### src/include/temp_pwm_defs.svh
// Offsets, field positions, reset values and timing counts of the temperature pulse output
`ifndef TEMP_PWM_DEFS_SVH
`define TEMP_PWM_DEFS_SVH

// ----------------------------------------------------------------------------
// Register offsets (word index on the register port)
// ----------------------------------------------------------------------------
`define ADDR_OUTPUT_CONTROL_WORD 6'h02
`define ADDR_DIE_TEMPERATURE     6'h06
`define ADDR_OBJECT_TEMPERATURE  6'h07
`define ADDR_STATUS              6'h0F
`define ADDR_OBJECT_RANGE_HIGH   6'h20
`define ADDR_OBJECT_RANGE_LOW    6'h21
`define ADDR_DIE_RANGE_WORD      6'h23

// ----------------------------------------------------------------------------
// Fields of the output control word
// ----------------------------------------------------------------------------
`define CTRL_PULSE_ENABLE_BIT    0
`define CTRL_RELAY_SELECT_BIT    1
`define CTRL_DRIVE_TYPE_BIT      2
`define CTRL_SELECT_LSB          4
`define CTRL_SELECT_MSB          5

// ----------------------------------------------------------------------------
// Reset values
// ----------------------------------------------------------------------------
`define RST_OUTPUT_CONTROL_WORD  16'h0000
`define RST_OBJECT_RANGE_LOW     16'h0000
`define RST_OBJECT_RANGE_HIGH    16'hFFFF
`define RST_DIE_RANGE_WORD       16'hFF00
`define RST_TEMPERATURE          16'h0000

// ----------------------------------------------------------------------------
// Scaling constants
// ----------------------------------------------------------------------------
`define DIE_RANGE_BASE           16'h2DE4
`define DIE_RANGE_STEP_SHIFT     5
`define CODE_FULL_SCALE          10'h3FF

// ----------------------------------------------------------------------------
// Timing
// ----------------------------------------------------------------------------
`define CLK_PERIOD_NS            50
`define SWITCH_REQUEST_TIME_NS   1440000
`define INIT_CYCLES              16
`define PERIOD_LOG2              13

`endif

### src/include/temp_pwm_pkg.sv
// Types shared by the temperature pulse output
package temp_pwm_pkg;

  // --------------------------------------------------------------------------
  // Register port request
  // --------------------------------------------------------------------------
  typedef struct packed {
    logic [5:0]  addr;
    logic [15:0] wdata;
    logic        wr;
    logic        rd;
  } reg_req_s;

  // --------------------------------------------------------------------------
  // Decoded output configuration
  // --------------------------------------------------------------------------
  typedef struct packed {
    logic [1:0] select;
    logic       drive_push_pull;
    logic       relay_select;
    logic       pulse_enable;
  } out_cfg_s;

  typedef enum logic [3:0] {
    st_init  = 4'b0001,
    st_pulse = 4'b0010,
    st_relay = 4'b0100,
    st_bus   = 4'b1000
  } out_state_e;

endpackage : temp_pwm_pkg
### src/design/temp_pwm_output.sv
// Pulse-width and thermal relay output stage sharing one pin with a two-wire bus
//
// The implementer's own choices: the register offsets and the address-and-strobe port.
`timescale 1ns/1ps
`include "temp_pwm_defs.svh"

module temp_pwm_output
  import temp_pwm_pkg::*;
#(
  parameter int PERIOD_LOG2 = `PERIOD_LOG2,
  parameter int REQ_CYCLES  = (`SWITCH_REQUEST_TIME_NS + `CLK_PERIOD_NS - 1) / `CLK_PERIOD_NS
) (
  input  wire logic        mclk,
  input  wire logic        nrst,
  input  wire reg_req_s    reg_req,
  output logic      [15:0] reg_rdata,
  input  wire logic        scl_in,
  input  wire logic        sda_in,
  input  wire logic        fatal_error_indication,
  output logic             sda_out,
  output logic             sda_oe,
  output logic             bus_mode
);

  localparam int DATA_SHIFT = PERIOD_LOG2 - 11;
  localparam int NUM_W      = 26;

  // --------------------------------------------------------------------------
  // Helpers
  // --------------------------------------------------------------------------
  // Die range byte to a limit in 0.02 kelvin counts
  function automatic logic [15:0] die_limit(input logic [7:0] step);
    die_limit = `DIE_RANGE_BASE + {3'h0, step, 5'h00};
  endfunction : die_limit

  function automatic out_cfg_s decode_cfg(input logic [15:0] w);
    decode_cfg.select          = w[`CTRL_SELECT_MSB:`CTRL_SELECT_LSB];
    decode_cfg.drive_push_pull = w[`CTRL_DRIVE_TYPE_BIT];
    decode_cfg.relay_select    = w[`CTRL_RELAY_SELECT_BIT];
    decode_cfg.pulse_enable    = w[`CTRL_PULSE_ENABLE_BIT];
  endfunction : decode_cfg

  // --------------------------------------------------------------------------
  // Stored words
  // --------------------------------------------------------------------------
  // Stand-ins for the nonvolatile words: preset at power-up, kept through nrst
  logic [15:0] output_control_word = `RST_OUTPUT_CONTROL_WORD;
  logic [15:0] object_range_low    = `RST_OBJECT_RANGE_LOW;
  logic [15:0] object_range_high   = `RST_OBJECT_RANGE_HIGH;
  logic [15:0] die_range_word      = `RST_DIE_RANGE_WORD;
  logic [15:0] die_temperature;
  logic [15:0] object_temperature;

  // Working copies taken once after reset
  out_cfg_s    cfg;
  logic [15:0] cal_obj_low;
  logic [15:0] cal_obj_high;
  logic [15:0] cal_die_range;

  out_state_e  state;
  logic [4:0]  init_cnt;
  logic        scl_meta;
  logic        scl_sync;
  logic [$clog2(REQ_CYCLES+2)-1:0] low_cnt;
  logic [PERIOD_LOG2-1:0] phase;
  logic        fatal;
  logic        relay_level;

  logic [9:0]  calc_code;
  logic [9:0]  shown_code;
  logic        div_busy;
  logic [4:0]  div_step;
  logic [NUM_W-1:0] div_num;
  logic [16:0] div_rem;
  logic [15:0] div_den;

  // --------------------------------------------------------------------------
  // Register port
  // --------------------------------------------------------------------------
  // No reset here: a reset must find the words written before it, as after a power cycle
  always_ff @(posedge mclk) begin
    if (reg_req.wr) begin
      unique case (reg_req.addr)
        `ADDR_OUTPUT_CONTROL_WORD: output_control_word <= reg_req.wdata;
        `ADDR_OBJECT_RANGE_LOW:    object_range_low    <= reg_req.wdata;
        `ADDR_OBJECT_RANGE_HIGH:   object_range_high   <= reg_req.wdata;
        `ADDR_DIE_RANGE_WORD:      die_range_word      <= reg_req.wdata;
        default: ;
      endcase
    end
  end

  always_ff @(posedge mclk or negedge nrst) begin
    if (!nrst) begin
      die_temperature     <= `RST_TEMPERATURE;
      object_temperature  <= `RST_TEMPERATURE;
    end else if (reg_req.wr) begin
      unique case (reg_req.addr)
        `ADDR_DIE_TEMPERATURE:     die_temperature     <= reg_req.wdata;
        `ADDR_OBJECT_TEMPERATURE:  object_temperature  <= reg_req.wdata;
        default: ;
      endcase
    end
  end

  always_ff @(posedge mclk or negedge nrst) begin
    if (!nrst) begin
      reg_rdata <= 16'h0000;
    end else if (reg_req.rd) begin
      unique case (reg_req.addr)
        `ADDR_OUTPUT_CONTROL_WORD: reg_rdata <= output_control_word;
        `ADDR_OBJECT_RANGE_LOW:    reg_rdata <= object_range_low;
        `ADDR_OBJECT_RANGE_HIGH:   reg_rdata <= object_range_high;
        `ADDR_DIE_RANGE_WORD:      reg_rdata <= die_range_word;
        `ADDR_DIE_TEMPERATURE:     reg_rdata <= die_temperature;
        `ADDR_OBJECT_TEMPERATURE:  reg_rdata <= object_temperature;
        `ADDR_STATUS:              reg_rdata <= {shown_code, relay_level, fatal, state};
        default:                   reg_rdata <= 16'h0000;
      endcase
    end else begin
      reg_rdata <= 16'h0000;
    end
  end

  // --------------------------------------------------------------------------
  // Clock pin synchroniser
  // --------------------------------------------------------------------------
  always_ff @(posedge mclk or negedge nrst) begin
    if (!nrst) begin
      scl_meta <= 1'b1;
      scl_sync <= 1'b1;
    end else begin
      scl_meta <= scl_in;
      scl_sync <= scl_meta;
    end
  end

  // Data line plays no part in the request; it is only relevant once the pin is
  // handed to the bus, which lives outside this block.
  logic unused_sda;
  assign unused_sda = sda_in;

  // --------------------------------------------------------------------------
  // Mode sequencing
  // --------------------------------------------------------------------------
  logic req_seen;
  assign req_seen = (low_cnt > REQ_CYCLES[$bits(low_cnt)-1:0]);

  always_ff @(posedge mclk or negedge nrst) begin
    if (!nrst) begin
      low_cnt <= '0;
    end else if (scl_sync || state == st_bus || state == st_init) begin
      low_cnt <= '0;
    end else if (!req_seen) begin
      low_cnt <= low_cnt + 1'b1;
    end
  end

  // Calibration is copied only here, so later writes act after the next reset
  always_ff @(posedge mclk or negedge nrst) begin
    if (!nrst) begin
      init_cnt      <= 5'h00;
      cfg           <= '0;
      cal_obj_low   <= `RST_OBJECT_RANGE_LOW;
      cal_obj_high  <= `RST_OBJECT_RANGE_HIGH;
      cal_die_range <= `RST_DIE_RANGE_WORD;
    end else if (state == st_init) begin
      init_cnt <= init_cnt + 1'b1;
      if (init_cnt == 5'(`INIT_CYCLES - 1)) begin
        cfg           <= decode_cfg(output_control_word);
        cal_obj_low   <= object_range_low;
        cal_obj_high  <= object_range_high;
        cal_die_range <= die_range_word;
      end
    end
  end

  always_ff @(posedge mclk or negedge nrst) begin
    if (!nrst) begin
      state <= st_init;
    end else begin
      unique case (state)
        st_init: begin
          if (init_cnt == 5'(`INIT_CYCLES)) begin
            if (!cfg.pulse_enable) begin
              state <= st_bus;
            end else if (cfg.relay_select) begin
              state <= st_relay;
            end else begin
              state <= st_pulse;
            end
          end
        end
        st_pulse: begin
          if (req_seen) begin
            state <= st_bus;
          end
        end
        st_relay: begin
          if (req_seen) begin
            state <= st_bus;
          end
        end
        // Only a reset leaves bus mode
        st_bus: state <= st_bus;
      endcase
    end
  end

  // --------------------------------------------------------------------------
  // Period counter and fatal flag
  // --------------------------------------------------------------------------
  always_ff @(posedge mclk or negedge nrst) begin
    if (!nrst) begin
      phase <= '0;
    end else if (state == st_pulse) begin
      phase <= phase + 1'b1;
    end else begin
      phase <= '0;
    end
  end

  // Sampled per period so a flag change never tears a pulse
  always_ff @(posedge mclk or negedge nrst) begin
    if (!nrst) begin
      fatal <= 1'b0;
    end else if (phase == '0) begin
      fatal <= fatal_error_indication;
    end
  end

  // --------------------------------------------------------------------------
  // Rescaling to a 10-bit code
  // --------------------------------------------------------------------------
  logic        use_die;
  logic [15:0] sel_temp;
  logic [15:0] sel_low;
  logic [15:0] sel_high;

  // Codes 01 and 10 have no defined data; they fall back to die temperature
  assign use_die  = (cfg.select != 2'b11);
  assign sel_temp = use_die ? die_temperature : object_temperature;
  assign sel_low  = use_die ? die_limit(cal_die_range[7:0]) : cal_obj_low;
  assign sel_high = use_die ? die_limit(cal_die_range[15:8]) : cal_obj_high;

  logic [15:0] diff;
  logic [25:0] scaled;
  assign diff   = sel_temp - sel_low;
  // x*1023 = x*1024 - x
  assign scaled = {diff, 10'h000} - {10'h000, diff};

  logic [16:0] rem_shift;
  assign rem_shift = {div_rem[15:0], div_num[NUM_W-1]};

  // One division per period; result shown in the following period
  always_ff @(posedge mclk or negedge nrst) begin
    if (!nrst) begin
      div_busy  <= 1'b0;
      div_step  <= 5'h00;
      div_num   <= '0;
      div_rem   <= 17'h00000;
      div_den   <= 16'h0000;
      calc_code <= 10'h000;
    end else if (state == st_pulse && phase == '0) begin
      if (sel_high <= sel_low || sel_temp <= sel_low) begin
        calc_code <= 10'h000;
      end else if (sel_temp >= sel_high) begin
        calc_code <= `CODE_FULL_SCALE;
      end else begin
        div_busy <= 1'b1;
        div_step <= 5'h00;
        div_num  <= scaled;
        div_rem  <= 17'h00000;
        div_den  <= sel_high - sel_low;
      end
    end else if (div_busy) begin
      div_num  <= {div_num[NUM_W-2:0], 1'b0};
      div_step <= div_step + 1'b1;
      if (rem_shift >= {1'b0, div_den}) begin
        div_rem   <= rem_shift - {1'b0, div_den};
        calc_code <= {calc_code[8:0], 1'b1};
      end else begin
        div_rem   <= rem_shift;
        calc_code <= {calc_code[8:0], 1'b0};
      end
      if (div_step == 5'(NUM_W - 1)) begin
        div_busy <= 1'b0;
      end
    end
  end

  always_ff @(posedge mclk or negedge nrst) begin
    if (!nrst) begin
      shown_code <= 10'h000;
    end else if (state == st_pulse && phase == '0 && !div_busy) begin
      shown_code <= calc_code;
    end
  end

  // --------------------------------------------------------------------------
  // Thermal relay comparator
  // --------------------------------------------------------------------------
  logic [16:0] relay_on_level;
  logic [16:0] relay_off_level;
  // Threshold shares the low object range word, hysteresis the high one
  assign relay_on_level  = {1'b0, cal_obj_low} + {1'b0, cal_obj_high};
  assign relay_off_level = {1'b0, cal_obj_low} - {1'b0, cal_obj_high};

  always_ff @(posedge mclk or negedge nrst) begin
    if (!nrst) begin
      relay_level <= 1'b0;
    end else if (state == st_relay) begin
      if ({1'b0, object_temperature} >= relay_on_level) begin
        relay_level <= 1'b1;
      end else if (!relay_off_level[16] &&
                   {1'b0, object_temperature} <= relay_off_level) begin
        relay_level <= 1'b0;
      end else begin
        relay_level <= relay_level;
      end
    end
  end

  // --------------------------------------------------------------------------
  // Pin driver
  // --------------------------------------------------------------------------
  logic [PERIOD_LOG2-1:0] start_end;
  logic [PERIOD_LOG2-1:0] data_end;
  logic [PERIOD_LOG2-1:0] error_end;
  assign start_end = PERIOD_LOG2'(1) << (PERIOD_LOG2 - 3);
  assign data_end  = start_end + (PERIOD_LOG2'(shown_code) << DATA_SHIFT);
  assign error_end = PERIOD_LOG2'(7) << (PERIOD_LOG2 - 3);

  logic next_level;
  always_comb begin
    next_level = 1'b0;
    if (state == st_relay) begin
      next_level = relay_level;
    end else if (state == st_pulse) begin
      if (fatal) begin
        next_level = (phase < error_end);
      end else begin
        next_level = (phase < data_end);
      end
    end
  end

  // Bus and init leave the pin released for the bus engine
  always_ff @(posedge mclk or negedge nrst) begin
    if (!nrst) begin
      sda_out  <= 1'b0;
      sda_oe   <= 1'b0;
      bus_mode <= 1'b0;
    end else begin
      bus_mode <= (state == st_bus);
      if (state == st_pulse || state == st_relay) begin
        sda_out <= cfg.drive_push_pull & next_level;
        sda_oe  <= cfg.drive_push_pull | ~next_level;
      end else begin
        sda_out <= 1'b0;
        sda_oe  <= 1'b0;
      end
    end
  end

endmodule : temp_pwm_output

### config.mk
export PLATFORM = sky130hd
export DESIGN_NAME = temp_pwm_output
export DESIGN_NICKNAME = d
export VERILOG_FILES = /design/src/include/temp_pwm_pkg.sv /design/src/design/temp_pwm_output.sv
export VERILOG_INCLUDE_DIRS = /design/src /design/src/include
export SDC_FILE = /design/constraint.sdc
export NUM_CORES = 1
export LEC_CHECK = 0
export ABC_AREA = 1
export BUFFER_PORTS_ARGS = -buffer_cell sky130_fd_sc_hd__buf_2
export CORE_ASPECT_RATIO = 1.25
export CORE_MARGIN = 2
export CORE_UTILIZATION = 60
export DETAILED_ROUTE_END_ITERATION = 10
export PLACE_DENSITY_LB_ADDON = 0.15
export SLEW_MARGIN = 20
export SYNTH_ARGS = -nofsm -noshare
export SYNTH_HDL_FRONTEND = slang
export SYNTH_SLANG_ARGS = --single-unit
### constraint.sdc
create_clock -name mclk -period 11.55 [get_ports mclk]
set_input_delay 1.155 -clock mclk [delete_from_list [all_inputs] [get_ports mclk]]
set_output_delay 1.155 -clock mclk [all_outputs]
set_load 0.01 [all_outputs]
# Word level (Yosys, flattened, before mapping)
# Cells that the tools add are included.
# op_classes
muxes	43
n_reduce_logical	26
n_eq_ne	21
add_sub_neg	13
magnitude_cmp	9
bitwise_logic	5
# ops
cell	n
16-bit two-way mux	9
16-bit one-hot mux with 7 select lines	1
26-bit two-way mux	4
16-bit subtractor	3
10-bit two-way mux	4
16-bit less-or-equal comparator	2
14-bit by 13-bit adder with 15-bit output (first input constant)	2
15-bit two-way mux	2
26-bit by 16-bit subtractor with 26-bit output	1
2-bit AND reduction	11
5-bit two-way mux	4
6-bit == test (second input constant)	3
16-bit by 16-bit adder with 17-bit output	1
16-bit by 17-bit greater-or-equal comparator with 1-bit output	1
17-bit by 16-bit greater-or-equal comparator with 1-bit output	1
16-bit by 17-bit less-or-equal comparator with 1-bit output	1
16-bit by 16-bit subtractor with 17-bit output	1
16-bit greater-or-equal comparator	1
15-bit by 1-bit adder with 15-bit output (second input constant)	1
15-bit greater-than comparator (second input constant)	1
11-bit by 12-bit adder with 13-bit output (first input constant)	1
13-bit by 1-bit adder with 13-bit output (second input constant)	1
13-bit zero test	1
13-bit < comparator	1
other kinds (28)	59
# word_totals
elab_cells	149
out_inout_bits	19
in_bits	29
register_bits	293

# Longest topological paths before layout
# depth
word_depth	8
depth_mapped	32
mapped_depth_nobuf	32

# Least setup slack after synthesis
# No wires, ideal clock.
# synth_path
path_type	register to register
start	reg cal_die_range[0]
end	reg div_num[16]
n_path_buf	0
slack_ps	7739
period_less_slack_ps	3811
setup_time_ps	124
arrival_ps	3687
path_stages_with_launch	31
required_ps	11426
cell_sequence	dfrtp_1 -> inv_1 -> ha_1 -> a21oi_1 -> or2_2 -> nor2_1 -> nor2_1 -> nand2_1 -> o21ai_0 -> ha_1 -> nand2_1 -> nor2_1 -> inv_1 -> or2_2 -> nand3_1 -> nand2_1 -> nand2_1 -> inv_1 -> ha_1 -> inv_1 -> nor2_1 -> nor2_1 -> nand2_1 -> nand3_1 -> nand2_1 -> inv_1 -> nand2_1 -> nand2_1 -> nand3_1 -> o211ai_1 -> nand2_1
# synth_between
elab_chain_len	7
elab_cells_between_ends	12
cone_classes	3 x add/sub; 2 x order compare; 1 x eq/ne; 4 x mux; 2 x reduce/logical
# synth_rtl
item	line	text
start: declaration	temp_pwm_output.sv:58	logic [15:0] cal_die_range;
start signal: assignment	temp_pwm_output.sv:166	cal_die_range <= `RST_DIE_RANGE_WORD;
start signal: assignment	temp_pwm_output.sv:173	cal_die_range <= die_range_word;
14-bit by 13-bit adder with 15-bit output (no source line) (*)	-	
16-bit two-way mux (*)	temp_pwm_output.sv:243	assign sel_low = use_die ? die_limit(cal_die_range[7:0]) : cal_obj_low;
16-bit subtractor	temp_pwm_output.sv:248	assign diff = sel_temp - sel_low;
26-bit by 16-bit subtractor with 26-bit output	temp_pwm_output.sv:250	assign scaled = {diff, 10'h000} - {10'h000, diff};
26-bit two-way mux	temp_pwm_output.sv:267	end else if (sel_temp >= sel_high) begin
26-bit two-way mux	temp_pwm_output.sv:265	if (sel_high <= sel_low || sel_temp <= sel_low) begin
26-bit two-way mux	temp_pwm_output.sv:264	end else if (state == st_pulse && phase == '0) begin
end signal: assignment	temp_pwm_output.sv:272	div_num <= scaled;
end signal: assignment	temp_pwm_output.sv:277	div_num <= {div_num[NUM_W-2:0], 1'b0};
end: declaration	temp_pwm_output.sv:73	logic [NUM_W-1:0] div_num;
# Every way passes the cells marked *; elsewhere a longest branch is shown, timed or not. The select of a mux whose other input is x is not followed.
# A chain may end at the register's enable or synchronous reset.

# Final worst setup path
# layout_path
start	reg cfg[3] (netlist name)
end	reg div_num[16]
# layout_between
elab_chain_len	7
elab_cells_between_ends	16
cone_classes	2 x add/sub; 3 x order compare; 3 x eq/ne; 6 x mux; 2 x reduce/logical
# layout_rtl
item	line	text
start: declaration	temp_pwm_output.sv:55	out_cfg_s cfg;
start signal: assignment	temp_pwm_output.sv:170	cfg <= decode_cfg(output_control_word);
2-bit != test (*)	temp_pwm_output.sv:241	assign use_die = (cfg.select != 2'b11);
16-bit two-way mux, on equally long branches	temp_pwm_output.sv:242, temp_pwm_output.sv:243	
16-bit subtractor	temp_pwm_output.sv:248	
26-bit by 16-bit subtractor with 26-bit output	temp_pwm_output.sv:250	
26-bit two-way mux	temp_pwm_output.sv:267	
26-bit two-way mux	temp_pwm_output.sv:265	
26-bit two-way mux	temp_pwm_output.sv:264	
# Marks and branches as above.

==> parameters.txt <==
Parameter                              Value

Die
  Top-level I/O count ... 48
  Chip Width ... 162.9 µm
  Full die area ... 0.03299 mm²
  Placeable Area ... 0.03099 mm²
  Number of rows created at floorplan ... 72
  Die H ... 202.6 µm
  Starting utilization of the core area ... 0.6107

Placement
  # placed instances ... 2825
  Worst Setup Slack post-DPL ... 6.683 ns
  # port buffers ... 46
  Detailed placement HPWL ... 40.79 mm
  Last weighted congestion value of the routability-driven placer ... 0.9900

Timing
  Slew Limit Headroom ... 0.2776
  Final count of pins violating max slew ... 0
  Clock period minus final worst setup slack ... 4.965 ns
  Final worst-path cycle share ... 0.4299
  Fin. Hold Viols ... 0
  Setup WS post-layout ... 6.585 ns
  RSZ-0062 raised after global routing ... no
  Slew at the pin closest to its max-slew limit ... 1.080 ns
  Max Clock Freq ... 201.4 MHz
  Final setup violation count ... 0
  Total Neg Setup Slack ... 0 ns
  Worst Clk Skew ... 0.01473 ns

Drt
  DRT Pass-1 Iters ... 6
  Via count normalized by instance count ... 5.720
  Total vias in the final route ... 16490
  Antenna-violating nets left ... 0
  Residual DRC ... 0
  Number of design-rule violations left by the first detailed-router iteration ... 1406
  Routed wire length ... 53.49 mm
  Per-cell routed wire length ... 18.56 µm

Setup path
  Max stage delay cell, worst path ... sky130_fd_sc_hd__buf_4
  Critical Path Sink Type ... flip-flop
  Arrival time worst endpoint ... 5.43 ns
  Type of origin of the critical path ... flip-flop
  Capturing element of the worst setup path ... div_num[16]$_DFFE_PN0P_
  Req. time, crit path ... 12.02 ns
  Worst reg2reg endpoint ... div_num[16]$_DFFE_PN0P_
  Maximum single-stage delay on the critical path ... 0.53 ns
  Flop2flop setup slack ... 6.58 ns
  Maximum fanout count along the critical path ... 69
  Worst reg-to-reg path cell count ... 26
  Startpoint of the most critical setup path ... cfg[3]$_DFFE_PN0P_
  Startpoint of the most critical register-to-register path ... cfg[3]$_DFFE_PN0P_
  Critical path's most frequent cell ... sky130_fd_sc_hd__nand2_1
  WS Path Type ... reg -> reg

Global route
  Number of antenna violations at the first check in global routing ... 4
  Largest net degree at the start of global routing ... 84
  Total gr overflow ... 0
  Vias in the first global route ... 16130
  Global-route wire length before repair ... 85.19 mm
  Overall global routing resource usage ... 0.3303

Power and ir drop
  Power density over the cells ... 115.8 mW/mm²
  Static leakage ... 9.997 nW
  Final Total Pwr ... 0.002362 W
  Maximum resistive drop on vdd ... 0.1342 mV

Logic synthesis
  YS warnings ... 0
  Count of different cell masters after synthesis ... 59
  Primary FF master, synth ... sky130_fd_sc_hd__dfrtp_1
  Syn Area/Cell ... 7.795 µm²
  Leading cell types by total area after synthesis ... sky130_fd_sc_hd__dfrtp_1 (27%), sky130_fd_sc_hd__nand2_1 (11%), sky130_fd_sc_hd__edfxtp_1 (10%)
  Area share of the largest cell type after synthesis ... 0.2671
  EDFF count, synth ... 64
  Async set-or-reset flop fraction in the synthesized netlist ... 0.7816
  Synthesized netlist cell count ... 2428
  Syn nets ... 2615
  Cell with the most instances after synthesis ... sky130_fd_sc_hd__nand2_1
  Post-synth top area cell ... sky130_fd_sc_hd__dfrtp_1
  Syn Std Cell Area ... 0.01893 mm²
  Flip-flop and latch count after synthesis ... 293
  Commonest cells post-synth ... sky130_fd_sc_hd__nand2_1 (541), sky130_fd_sc_hd__inv_1 (359), sky130_fd_sc_hd__o21ai_0 (208), sky130_fd_sc_hd__dfrtp_1 (202), sky130_fd_sc_hd__nor2_1 (190)
  Register area share after synthesis ... 0.4061

Layout
  Most flop-heavy register ... div_num
  Filler Cells Inserted ... 2670
  Number of standard cells in the layout, taps in and fillers out ... 2882
  Area Overhead vs Synth ... 7.775%
  Fraction of final layout cells with drive strength greater than 1 ... 0.07276
  Total Nets Final ... 2637
  Largest register FFs ... 26

Clock tree
  Number of clock buffers inserted by TritonCTS ... 30
  CTS sink cnt ... 293
  Clock tree from TritonCTS ... yes
  Clock Pin Slew Worst Setup and Hold Paths ... 0.06 ns
  Maximum clock insertion buffer count ... 3
  Post-cts hold buffer count ... 0
  Clock latency reported for the late side of the worst-skew pair ... 0.59 ns
  Post-cts gate resize count ... 0
  Post-CTS Setup Bufs ... 0
  H-tree lvl count ... 1
  Clock Root Buffer ... sky130_fd_sc_hd__clkbuf_16

Job
  Number of maximum-capacitance constraint violations ... 0

Hold path
  Path type of the worst min-delay path ... reg -> reg

Run status
  Run status ... finished clean
==> final cells by class <==
type	instances	area (µm²)	share of cell area
multi-input cells	1698	9549	0.4682
flip-flops and latches	293	7686	0.3768
clock inverters	16	130.1	0.006380
clock buffers	40	798.3	0.03914
well taps	407	509.2	0.02497
repair buffers	58	334.1	0.01638
inverters	369	1388	0.06803
diodes	1	2.502	0.0001227
==> worst max-delay path, delay by kind of cell (launching register included) <==
kind / cells / cell delay [ns]
simple gates: 16 / 1.40
buf+inv: 4 / 1.07
fa+ha+maj: 2 / 0.78
compound gates: 3 / 0.76
xor+xnor: 1 / 0.40
flops: 1 / 0.39
==> cell usage in the layout (no fill, tap or decap), drive strengths merged, types with 11 or more instances in the layout <==
master	count
o22ai	38
xnor2	20
nand3	113
nand4	41
nand2	553
a221oi	11
nor3	34
buf	58
nor4	12
dfrtp	202
or2	15
a31oi	16
a21oi	150
xor2	45
inv	369
nor2	195
clkinv	13
edfxtp	64
dfstp	27
o21ai	229
ha	153
clkbuf	40
==> power breakdown <==
part | internal, W | leakage [nW] | total (W) | switching [W]
clock network | 0.000510 | 0.445 | 0.000929 | 0.000419
registers | 0.00108 | 3.64 | 0.00110 | 0.0000238
logic | 0.000106 | 5.91 | 0.000334 | 0.000228
total | 0.00169 | 10.0 | 0.00236 | 0.000671
==> through the flow <==
| stage | cell area, µm² | utilization | hold WS [ns] |
|---|---|---|---|
| floorplan | 18930 | - | 0.3452 |
| finish | 20400 | 0.6582 | 0.3579 |
| detailed placement | 19460 | 0.6280 | 0.3521 |
| global placement | 19460 | 0.6280 | 0.3497 |
| CTS | 20390 | 0.6580 | 0.3607 |
| global route | 20400 | 0.6582 | 0.3660 |
==> kinds of logic after synthesis <==
logic type / share of synthesized area
AND/OR/NAND/NOR: 0.2203
AO/OA/AOI/OAI: 0.1466
buffers and inverters: 0.08991
flip-flops: 0.4061
adder cells (fa/ha/maj): 0.1064
XOR/XNOR: 0.03008
multiplexers: 0.0005950
==> per-layer routing <==
| metal | track usage | vias up | part of all wire |
|---|---|---|---|
| met5 | 0 | - | 0.00024 |
| met4 | 0.1669 | 2 | 0.055 |
| met3 | 0.04249 | 167 | 0.056 |
| met2 | 0.5798 | 546 | 0.49 |
| met1 | 0.3968 | 7687 | 0.39 |
| li1 | - | 8084 | - |
==> worst min path at each step <==
stage / end / slack (ns) / from / cells past startpoint
after CTS: scl_sync$_DFF_PN1_ / 0.36 / scl_meta$_DFF_PN1_ / 0
after global routing: scl_sync$_DFF_PN1_ / 0.37 / scl_meta$_DFF_PN1_ / 0
after detailed placement: scl_sync$_DFF_PN1_ / 0.35 / scl_meta$_DFF_PN1_ / 0
after floorplan: scl_sync$_DFF_PN1_ / 0.35 / scl_meta$_DFF_PN1_ / 0
final: scl_sync$_DFF_PN1_ / 0.36 / scl_meta$_DFF_PN1_ / 0
after global placement: scl_sync$_DFF_PN1_ / 0.35 / scl_meta$_DFF_PN1_ / 0
(Power assumes the default switching activity.)
